## src/lfa_map.svh

```systemverilog
// Register offsets, field positions and reset values for the receiver register bank
`ifndef LFA_MAP_SVH
`define LFA_MAP_SVH

// Link register addresses
`define LFA_ADDR_CFG0        4'h0
`define LFA_ADDR_CHSEL       4'h5
`define LFA_ADDR_COLPAR      4'h6
`define LFA_ADDR_STATUS      4'h7
`define LFA_NUM_CFG          4'h7

// Configuration register zero fields
`define LFA_CFG0_ALERT_SRC   4
`define LFA_CFG0_DIS_HI      3
`define LFA_CFG0_DIS_LO      1

// Channel select / gain configuration fields
`define LFA_CHSEL_AUTO       8
`define LFA_CHSEL_AGCGATE    7
`define LFA_CHSEL_MOD_HI     6
`define LFA_CHSEL_MOD_LO     5
`define LFA_CHSEL_SENS_HI    4
`define LFA_CHSEL_SENS_LO    1

// Status register fields
`define LFA_ST_ACT_HI        8
`define LFA_ST_ACT_LO        6
`define LFA_ST_AGC           5
`define LFA_ST_WAKE_HI       4
`define LFA_ST_WAKE_LO       2
`define LFA_ST_ALARM         1
`define LFA_ST_PERR          0

// Reset values
`define LFA_CFG_RESET        9'h000
`define LFA_STATUS_RESET     9'h001

// Modulation depth thresholds in percent, sensitivity step in dB
`define LFA_MOD_SEL0         7'h21
`define LFA_MOD_SEL1         7'h3c
`define LFA_MOD_SEL2         7'h0e
`define LFA_MOD_SEL3         7'h08
`define LFA_SENS_STEP_DB     5'h02

// Controller APB register offsets
`define LFA_APB_CMD          8'h00
`define LFA_APB_WDATA        8'h04
`define LFA_APB_RDATA        8'h08
`define LFA_APB_STAT         8'h0c

// Controller command register fields
`define LFA_CMD_GO           0
`define LFA_CMD_WRITE        1
`define LFA_CMD_SOFTRST      2
`define LFA_CMD_SLEEP        3
`define LFA_CMD_AUTOPAR      4
`define LFA_CMD_ADDR_HI      11
`define LFA_CMD_ADDR_LO      8

`endif

```

## src/lfa_pkg.sv

```systemverilog
// Types shared by both ends of the receiver register link
`default_nettype none
package lfa_pkg;

  typedef logic [8:0] lfaWord_t;
  typedef lfaWord_t [6:0] lfaCfgArr_t;

  typedef struct packed {
    lfaCfgArr_t cfg;
    lfaWord_t   status;
    logic [2:0] autoMask;
    logic       settled;
    lfaWord_t   rdata;
    logic       rspValid;
    logic       cfgWritten;
  } lfaDevState_t;

  typedef enum logic [2:0] {
    LFA_IDLE = 3'b001,
    LFA_REQ  = 3'b010,
    LFA_WAIT = 3'b100
  } lfaHostState_t;

  typedef struct packed {
    lfaHostState_t fsm;
    logic [3:0]    addr;
    logic          write;
    logic          autoPar;
    lfaWord_t      wdata;
    lfaWord_t      rdata;
    lfaCfgArr_t    shadow;
    logic          reqValid;
    lfaWord_t      reqWdata;
    logic          softRst;
    logic          sleep;
    logic          done;
  } lfaHostState_s_t;

endpackage : lfa_pkg
`default_nettype wire

```

## src/lfa_link_if.sv

```systemverilog
// Register access link between the host controller and the receiver
`timescale 1ns/1ps
`default_nettype none
interface lfa_link_if;
  logic                reqValid;
  logic                reqWrite;
  logic [3:0]          reqAddr;
  lfa_pkg::lfaWord_t   reqWdata;
  logic                rspValid;
  lfa_pkg::lfaWord_t   rspRdata;
  logic                cmdSoftReset;
  logic                cmdSleep;
  logic                alertN;

  modport device (
    input  reqValid, reqWrite, reqAddr, reqWdata, cmdSoftReset, cmdSleep,
    output rspValid, rspRdata, alertN
  );
  modport host (
    output reqValid, reqWrite, reqAddr, reqWdata, cmdSoftReset, cmdSleep,
    input  rspValid, rspRdata, alertN
  );
endinterface : lfa_link_if
`default_nettype wire

```

## src/lfa_parity_check.sv

```systemverilog
// Odd row and column parity over the seven configuration registers
`timescale 1ns/1ps
`default_nettype none
module lfa_parity_check (
  input  wire lfa_pkg::lfaCfgArr_t cfg,
  output lfa_pkg::lfaWord_t        expectCol,
  output logic                     parityError
);
  logic [6:0] rowOk;
  logic [8:1] colOk;

  genvar g;
  generate
    for (g = 0; g < 7; g++) begin : gRow
      assign rowOk[g] = ^cfg[g];
    end
    for (g = 1; g < 8; g++) begin : gCol
      // Column bit held at the same position as the data bit it covers
      assign expectCol[g] = ~(cfg[0][g] ^ cfg[1][g] ^ cfg[2][g] ^ cfg[3][g] ^ cfg[4][g]
                              ^ cfg[5][g]); // RQ8
      assign colOk[g] = (cfg[6][g] == expectCol[g]); // RQ23
    end
  endgenerate

  assign expectCol[8] = ~(cfg[0][0] ^ cfg[1][0] ^ cfg[2][0] ^ cfg[3][0] ^ cfg[4][0]
                          ^ cfg[5][0]); // RQ9
  assign expectCol[0] = ~(^expectCol[8:1]); // RQ10
  assign colOk[8]     = (cfg[6][8] == expectCol[8]);
  assign parityError  = ~(&rowOk) | ~(&colOk); // RQ23
endmodule : lfa_parity_check
`default_nettype wire

```

## src/lfa_device_end.sv

```systemverilog
// Receiver end: configuration, column parity and status registers
`timescale 1ns/1ps
`default_nettype none
`include "lfa_map.svh"

// Behaviour
// RQ1 - Auto select keeps channels high at settle end
// RQ2 - Manual mode follows register zero disable bits
// RQ3 - Gated output waits for gain regulation
// RQ4 - Ungated output passes any detected signal
// RQ5 - Two-bit field selects modulation depth threshold
// RQ6 - Four-bit field cuts third channel sensitivity
// RQ7 - Host makes register five odd parity
// RQ8 - Host sets column bits for odd columns
// RQ9 - Host sets top column bit over rows
// RQ10 - Host makes column register odd parity
// RQ11 - Active bits high while channel passes data
// RQ12 - Active bits low in standby
// RQ13 - Gain active bit follows regulation live
// RQ14 - Wake bit set when channel woke device
// RQ15 - Alarm flag set, alerts when source allows
// RQ16 - Parity error sets flag, drives alert low
// RQ17 - Power-on clears status except parity flag
// RQ18 - Soft reset clears bits eight through two
// RQ19 - Status read clears alarm; sleep changes nothing
// RQ20 - Status register read-only, no row parity
// RQ21 - Alert source selects parity or alarm too
// RQ22 - Configuration registers readable and writable
// RQ23 - Any failing parity check raises error flag
// RQ24 - Alarm and parity flags sticky until cleared
module lfa_device_end (
  input  wire logic         clk,
  input  wire logic         reset,
  lfa_link_if.device        link,
  input  wire logic [2:0]   demodHigh,
  input  wire logic         gainSettleDone,
  input  wire logic         agcRegulating,
  input  wire logic [2:0]   wakePass,
  input  wire logic         alarmExpired,
  input  wire logic         standby,
  output logic [2:0]        chanEnable,
  output logic [2:0]        demodOut,
  output logic [6:0]        modDepthPct,
  output logic [4:0]        thirdChanCutDb
);
  lfa_pkg::lfaDevState_t q;
  lfa_pkg::lfaDevState_t d;
  lfa_pkg::lfaWord_t     chSel;
  lfa_pkg::lfaWord_t     cfg0;
  logic                  parityError;
  logic                  cfgAddr;
  logic                  readStatus;
  logic                  statusAddr;
  logic [2:0]            passing;
  logic [2:0]            wakeNext;
  logic                  autoChannelSelect;
  logic                  agcGatedOutputEnable;
  logic [1:0]            minModulationDepth;
  logic [3:0]            thirdChannelSensitivityCut;
  logic                  alertSourceSelect;
  logic [2:0]            channelDisable;
  logic                  parityErrorFlag;
  logic                  alarmFlag;

  assign chSel = q.cfg[5];
  assign cfg0  = q.cfg[0];

  // Named fields of the configuration and status words
  assign autoChannelSelect          = chSel[`LFA_CHSEL_AUTO];
  assign agcGatedOutputEnable       = chSel[`LFA_CHSEL_AGCGATE];
  assign minModulationDepth         = chSel[`LFA_CHSEL_MOD_HI:`LFA_CHSEL_MOD_LO];
  assign thirdChannelSensitivityCut = chSel[`LFA_CHSEL_SENS_HI:`LFA_CHSEL_SENS_LO];
  assign alertSourceSelect          = cfg0[`LFA_CFG0_ALERT_SRC];
  assign channelDisable             = cfg0[`LFA_CFG0_DIS_HI:`LFA_CFG0_DIS_LO];
  assign parityErrorFlag            = q.status[`LFA_ST_PERR];
  assign alarmFlag                  = q.status[`LFA_ST_ALARM];

  lfa_parity_check uParity (
    .cfg         (q.cfg),
    .expectCol   (),
    .parityError (parityError)
  );

  // Channel enable selection
  always_comb begin
    if (autoChannelSelect) begin
      chanEnable = q.autoMask; // RQ1
    end else begin
      chanEnable = ~channelDisable; // RQ2
    end
  end

  // Demodulated data gating
  always_comb begin
    if (agcGatedOutputEnable) begin
      demodOut = demodHigh & chanEnable & {3{agcRegulating}}; // RQ3
    end else begin
      demodOut = demodHigh & chanEnable; // RQ4
    end
  end

  // Modulation depth threshold decode
  always_comb begin
    case (minModulationDepth) // RQ5
      2'h0:    modDepthPct = `LFA_MOD_SEL0;
      2'h1:    modDepthPct = `LFA_MOD_SEL1;
      2'h2:    modDepthPct = `LFA_MOD_SEL2;
      2'h3:    modDepthPct = `LFA_MOD_SEL3;
      default: modDepthPct = `LFA_MOD_SEL0;
    endcase
  end

  // Two dB per step, monotonic from zero
  assign thirdChanCutDb = 5'({1'b0, thirdChannelSensitivityCut}
                             * `LFA_SENS_STEP_DB); // RQ6

  // Per-channel data passing and sticky wake flags
  genvar ch;
  generate
    for (ch = 0; ch < 3; ch++) begin : gChan
      // Passing only once settled and outside standby
      assign passing[ch]  = chanEnable[ch] & q.settled & ~standby; // RQ11 RQ12
      // Wake flag holds until soft reset; a new wake in that cycle wins
      assign wakeNext[ch] = (q.status[`LFA_ST_WAKE_LO + ch] & ~link.cmdSoftReset)
                            | wakePass[ch]; // RQ14 RQ18
    end
  endgenerate

  // Alert is low when any enabled source is pending
  assign link.alertN = ~(parityErrorFlag // RQ16
                         | (alarmFlag & alertSourceSelect)); // RQ21
  assign link.rspValid = q.rspValid;
  assign link.rspRdata = q.rdata;

  always_comb begin
    d            = q;
    d.rspValid   = 1'b0;
    d.cfgWritten = 1'b0;
    cfgAddr      = (link.reqAddr < `LFA_NUM_CFG);
    statusAddr   = (link.reqAddr == `LFA_ADDR_STATUS);
    readStatus   = 1'b0;

    // Register access
    if (link.reqValid) begin
      d.rspValid = 1'b1;
      if (link.reqWrite) begin
        d.rdata = 9'h000;
        if (cfgAddr) begin
          d.cfg[link.reqAddr[2:0]] = link.reqWdata; // RQ22
          d.cfgWritten = 1'b1;
        end
        // Writes to status or unmapped addresses are dropped
      end else if (cfgAddr) begin
        d.rdata = q.cfg[link.reqAddr[2:0]]; // RQ22
      end else if (statusAddr) begin
        d.rdata    = q.status; // RQ20
        readStatus = 1'b1;
      end else begin
        d.rdata = 9'h000;
      end
    end

    // Settle tracking and automatic channel capture
    if (standby || link.cmdSoftReset) begin
      d.settled = 1'b0;
    end else if (gainSettleDone) begin
      d.settled = 1'b1;
    end
    if (gainSettleDone) begin
      d.autoMask = demodHigh; // RQ1
    end

    // Live status bits; sleep touches none of them
    d.status[`LFA_ST_ACT_HI:`LFA_ST_ACT_LO] = passing; // RQ11 RQ12
    d.status[`LFA_ST_AGC] = agcRegulating; // RQ13 RQ3
    if (link.cmdSoftReset) begin
      d.status[`LFA_ST_ACT_HI:`LFA_ST_WAKE_LO] = 7'h00; // RQ18
    end
    d.status[`LFA_ST_WAKE_HI:`LFA_ST_WAKE_LO] = wakeNext; // RQ14

    // Alarm: read clears, expiry in same cycle wins
    if (readStatus) begin
      d.status[`LFA_ST_ALARM] = 1'b0; // RQ19
    end
    if (alarmExpired) begin
      d.status[`LFA_ST_ALARM] = 1'b1; // RQ15 RQ24
    end

    // Parity flag clears only after a write leaves the bank consistent
    if (parityError) begin
      d.status[`LFA_ST_PERR] = 1'b1; // RQ16 RQ24
    end else if (q.cfgWritten) begin
      d.status[`LFA_ST_PERR] = 1'b0;
    end
  end

  // Power-on state: flags clear except the parity flag
  always_ff @(posedge clk or posedge reset) begin
    if (reset) begin
      q.cfg        <= {7{`LFA_CFG_RESET}};
      q.status     <= `LFA_STATUS_RESET; // RQ17
      q.autoMask   <= 3'h0;
      q.settled    <= 1'b0;
      q.rdata      <= 9'h000;
      q.rspValid   <= 1'b0;
      q.cfgWritten <= 1'b0;
    end else begin
      q <= d;
    end
  end
endmodule : lfa_device_end
`default_nettype wire

```

## src/flat_wrapper.sv

```systemverilog
// flat-port wrapper written by rule: the top's interface ports become plain ports
module lfa_device_end_flat 
  (clk, reset, demodHigh, gainSettleDone, agcRegulating, wakePass, alarmExpired, standby, chanEnable, demodOut, modDepthPct, thirdChanCutDb, link_reqValid, link_reqWrite, link_reqAddr, link_reqWdata, link_cmdSoftReset, link_cmdSleep, link_rspValid, link_rspRdata, link_alertN);
  lfa_link_if link_i ();
  input  wire logic clk;
  input  wire logic reset;
  input  wire logic [2:0] demodHigh;
  input  wire logic gainSettleDone;
  input  wire logic agcRegulating;
  input  wire logic [2:0] wakePass;
  input  wire logic alarmExpired;
  input  wire logic standby;
  output logic [2:0] chanEnable;
  output logic [2:0] demodOut;
  output logic [6:0] modDepthPct;
  output logic [4:0] thirdChanCutDb;
  input wire logic [$bits(link_i.reqValid)-1:0] link_reqValid;
  input wire logic [$bits(link_i.reqWrite)-1:0] link_reqWrite;
  input wire logic [$bits(link_i.reqAddr)-1:0] link_reqAddr;
  input wire logic [$bits(link_i.reqWdata)-1:0] link_reqWdata;
  input wire logic [$bits(link_i.cmdSoftReset)-1:0] link_cmdSoftReset;
  input wire logic [$bits(link_i.cmdSleep)-1:0] link_cmdSleep;
  output wire logic [$bits(link_i.rspValid)-1:0] link_rspValid;
  output wire logic [$bits(link_i.rspRdata)-1:0] link_rspRdata;
  output wire logic [$bits(link_i.alertN)-1:0] link_alertN;
  assign link_i.reqValid = link_reqValid;
  assign link_i.reqWrite = link_reqWrite;
  assign link_i.reqAddr = link_reqAddr;
  assign link_i.reqWdata = link_reqWdata;
  assign link_i.cmdSoftReset = link_cmdSoftReset;
  assign link_i.cmdSleep = link_cmdSleep;
  assign link_rspValid = link_i.rspValid;
  assign link_rspRdata = link_i.rspRdata;
  assign link_alertN = link_i.alertN;
  lfa_device_end u_core (.clk(clk), .reset(reset), .link(link_i), .demodHigh(demodHigh), .gainSettleDone(gainSettleDone), .agcRegulating(agcRegulating), .wakePass(wakePass), .alarmExpired(alarmExpired), .standby(standby), .chanEnable(chanEnable), .demodOut(demodOut), .modDepthPct(modDepthPct), .thirdChanCutDb(thirdChanCutDb));
endmodule
```

## config.mk

```make
export PLATFORM = sky130hd
export DESIGN_NAME = lfa_device_end_flat
export DESIGN_NICKNAME = d
export VERILOG_FILES = /design/src/lfa_pkg.sv /design/src/lfa_link_if.sv /design/src/lfa_parity_check.sv /design/src/lfa_device_end.sv /design/src/flat_wrapper.sv
export VERILOG_INCLUDE_DIRS = /design/src /design/src/src
export SDC_FILE = /design/constraint.sdc
export NUM_CORES = 1
export LEC_CHECK = 0
export BUFFER_PORTS_ARGS = -buffer_cell sky130_fd_sc_hd__buf_2
export CAP_MARGIN = 20
export CELL_PAD_IN_SITES_DETAIL_PLACEMENT = 1
export CELL_PAD_IN_SITES_GLOBAL_PLACEMENT = 2
export CORE_ASPECT_RATIO = 0.8
export CORE_MARGIN = 5
export CORE_UTILIZATION = 45
export CTS_BUF_LIST = sky130_fd_sc_hd__clkbuf_4 sky130_fd_sc_hd__clkbuf_8
export DETAILED_ROUTE_END_ITERATION = 12
export HOLD_SLACK_MARGIN = 0.1
export PLACE_DENSITY = 0.85
export REMOVE_ABC_BUFFERS = 1
export SKIP_LAST_GASP = 1
export SLEW_MARGIN = 15
export SYNTH_ARGS = -nofsm -noshare
export SYNTH_HDL_FRONTEND = slang
export SYNTH_SLANG_ARGS = --single-unit
```

## constraint.sdc

```tcl
create_clock -name clk -period 9 [get_ports clk]
set_input_delay 1.8 -clock clk [delete_from_list [all_inputs] [get_ports clk]]
set_output_delay 1.8 -clock clk [all_outputs]
set_load 0.01 [all_outputs]
```

==> results.py <==
metrics = {
    "run_status": {
        "outcome": "complete, no violations",
    },
    "grt": {
        "antenna_found_initial": 0,
        "grt_pass1_wl_um": 20510,
        "grt_overflow": 0,
        "grt_pass1_vias": 3520,
        "grt_max_degree": 88,
        "track_usage": 0.2014,
    },
    "sta": {
        "tns_ns": 0,
        "max_freq_mhz": 236.1,
        "fin_crit_sh": 0.4707,
        "setup_violations": 0,
        "hold_viol_final": 0,
        "tightestPinTransition_ns": 0.8190,
        "rsz0062_at_grt": "no",
        "fin_crit_ns": 4.236,
        "slew_headroom": 0.4540,
        "report.final.slew_viol_count": 0,
        "skew_ns": 0.007771,
        "setup_ws_ns": 4.764,
    },
    "synthesis": {
        "synth_compound_area_frac": 0.06939,
        "synth.cell_area_um2": 5031,
        "avgSynthCellArea_um2": 12.24,
        "async_flop_share": 1.000,
        "synth_cells": 411,
        "synth-seq-cells": 87,
        "yosys_warnings": 0,
        "synth_xor_area_frac": 0.1927,
        "yosys-mux-area-fraction": 0.1912,
        "synth_top_family_by_area": "XOR/XNOR gates",
        "synth_cell_type_count": 49,
        "synth-simple-area-share": 0.05670,
        "ys_seq_area_frac": 0.4330,
        "ys.flop_type": "dfrtp_1",
        "synthAdderAreaFrac": 0.007461,
        "synth_edf_count": 0,
    },
    "floorplanning": {
        "die-area_um2": 13410,
        "num_rows": 34,
        "fp.dieW_um": 128.2,
        "die_h_um": 104.6,
        "pin_count": 58,
        "start_util": 0.4620,
        "coreArea_um2": 10890,
    },
    "pwr": {
        "p_per_area_nw_per_um2": 245.2,
        "power.leakage_nw": 2.556,
        "ir_drop_mv": 0.1321,
    },
    "clock_network": {
        "cts_resized": 0,
        "cts_max_path_buffers": 2,
        "tritoncts": "yes",
        "htree_levels": 3,
        "postCtsSetupBuffers": 0,
        "clock_latency_ns": 0.35,
        "cts_hold_buffers": 0,
        "clock_sinks": 87,
        "clk_pin_slew_ns": 0.09,
        "cts_root_buf": "clkbuf_8",
        "numCtsBuffers": 9,
    },
    "hold_path": {
        "timing.hold.worst.start": "u_core.q[17]",
        "holdCritPathClass": "flop to flop",
        "hold_path_depth": 1,
        "worstHoldEndpoint": "u_core.q[17]",
    },
    "drt": {
        "drt-wirelength-per-cell_um": 21.88,
        "vias": 3311,
        "drc": 0,
        "drt_iter0_markers": 178,
        "vias_per_cell": 5.528,
        "ant_nets": 0,
        "firstDrtPassIters": 4,
        "wl_um": 13110,
    },
    "worst_setup_path": {
        "endpoint_kind": "primary output",
        "crit_arrival_ns": 2.44,
        "rrSetupSlack_ns": 7.09,
        "r2r-end": "u_core.parityErrorFlag",
        "crit_required_ns": 7.20,
        "r2r-start": "u_core.q[40]",
        "startpoint_type": "primary input",
        "worst_r2r_path_depth": 5,
        "worstSetupPathType": "primary input to primary output",
        "path_max_fanout": 3,
    },
    "placed_design": {
        "dpl.hpwl_um": 9399,
        "port-buffer-count": 54,
        "dp.cells": 583,
        "gp_congestion": 0.8593,
        "post-place-ws_ns": 4.770,
    },
    "final_layout": {
        "drive_above_1_share": 0.3121,
        "final_nets": 482,
        "area_growth_pct": 9.525,
        "diodes": 0,
        "fin_cells": 599,
        "layout_common_cells": "dfrtp_1 (86), xnor2_1 (59), buf_2 (54)",
        "final_common_cell": "dfrtp_1",
        "fill_cells": 1175,
    },
    "flow_run": {
        "max-cap-violations": 0,
    },
}
critical path, cell delays in order:
cell and delay, ns:
buf_2 0.10, nand2b_1 0.19, and3_1 0.21, buf_2 0.13
metrics by stage:
stage          power, mW  cell area, um^2  hold slack [ns]    util
6_report           1.351             5510           0.4815  0.5060
3_5_place_dp       1.096             5320           0.4634  0.4885
3_3_place_gp       1.075             5320           0.4587  0.4885
2_1_floorplan     0.9443             4861           0.4478       -
4_1_cts            1.361             5507           0.4836  0.5056
5_1_grt            1.425             5510           0.5100  0.5060
final cells by class:
class | count | area [um^2] | share of cell area
clock inverter | 5 | 41.29 | 0.007493
multi-input combinational | 278 | 2611 | 0.4739
clock buffer | 11 | 145.1 | 0.02634
inverter | 19 | 72.57 | 0.01317
sequential | 87 | 2178 | 0.3953
tap | 144 | 180.2 | 0.03270
timing repair buffer | 55 | 281.5 | 0.05109
kinds of logic (layout without fill, tap and decap cells):
kind of cell | Yosys count | after routing
compound gates | 55 | 55
other cells | 1 | 2
mux | 80 | 80
flops | 87 | 87
simple gates | 50 | 50
xor+xnor | 88 | 88
buf+inv | 47 | 90
fa+ha+maj | 3 | 3
flip-flops by register name (all words and copies together) (netlist names):
signal / cells
u_core.chSel: 9
u_core.link.rspRdata: 9
u_core.parityErrorFlag: 1
u_core.alarmFlag: 1
u_core.q: 57
u_core.link.rspValid: 1
u_core.cfg0: 9
layer usage:
layer	up-vias	global-route usage	share of wire
met5	-	0	0
met4	0	0.05909	0.019
met3	17	0.04284	0.050
met2	92	0.3123	0.47
met1	1696	0.2858	0.46
li1	1506	-	-
worst max-delay path by stage:
stage / start / endpoint / slack (ns) / depth (start not counted)
floorplan: reset / u_core.alarmFlag / 4.95 / 1
global placement: agcRegulating / demodOut[1] / 4.76 / 4
detailed placement: agcRegulating / demodOut[1] / 4.77 / 4
CTS: agcRegulating / demodOut[1] / 4.76 / 4
global route: agcRegulating / demodOut[1] / 4.73 / 4
finish: agcRegulating / demodOut[1] / 4.76 / 4
synthesized netlist by cell type, drive strengths merged (4+ instances only):
cell type / n / area [um^2]
xor2: 15 / 131.4
o21ai: 20 / 100.1
nand2: 13 / 48.80
o211ai: 4 / 30.03
inv: 19 / 71.31
and3: 10 / 62.56
xnor3: 14 / 321.6
mux2: 69 / 777.0
a21oi: 4 / 20.02
nor2b: 4 / 27.53
xnor2: 59 / 516.8
nor2: 8 / 30.03
dfrtp: 86 / 2152
clkbuf: 5 / 18.77
o22ai: 10 / 62.56
a21o: 4 / 30.03
mux4: 6 / 135.1
mux2i: 5 / 50.05
buf: 23 / 155.2
report_power, final:
group	switching (mW)	internal [mW]
clock	0.144	0.114
combinational	0.235	0.316
sequential	0.0915	0.451
(Power assumes the default switching activity.)
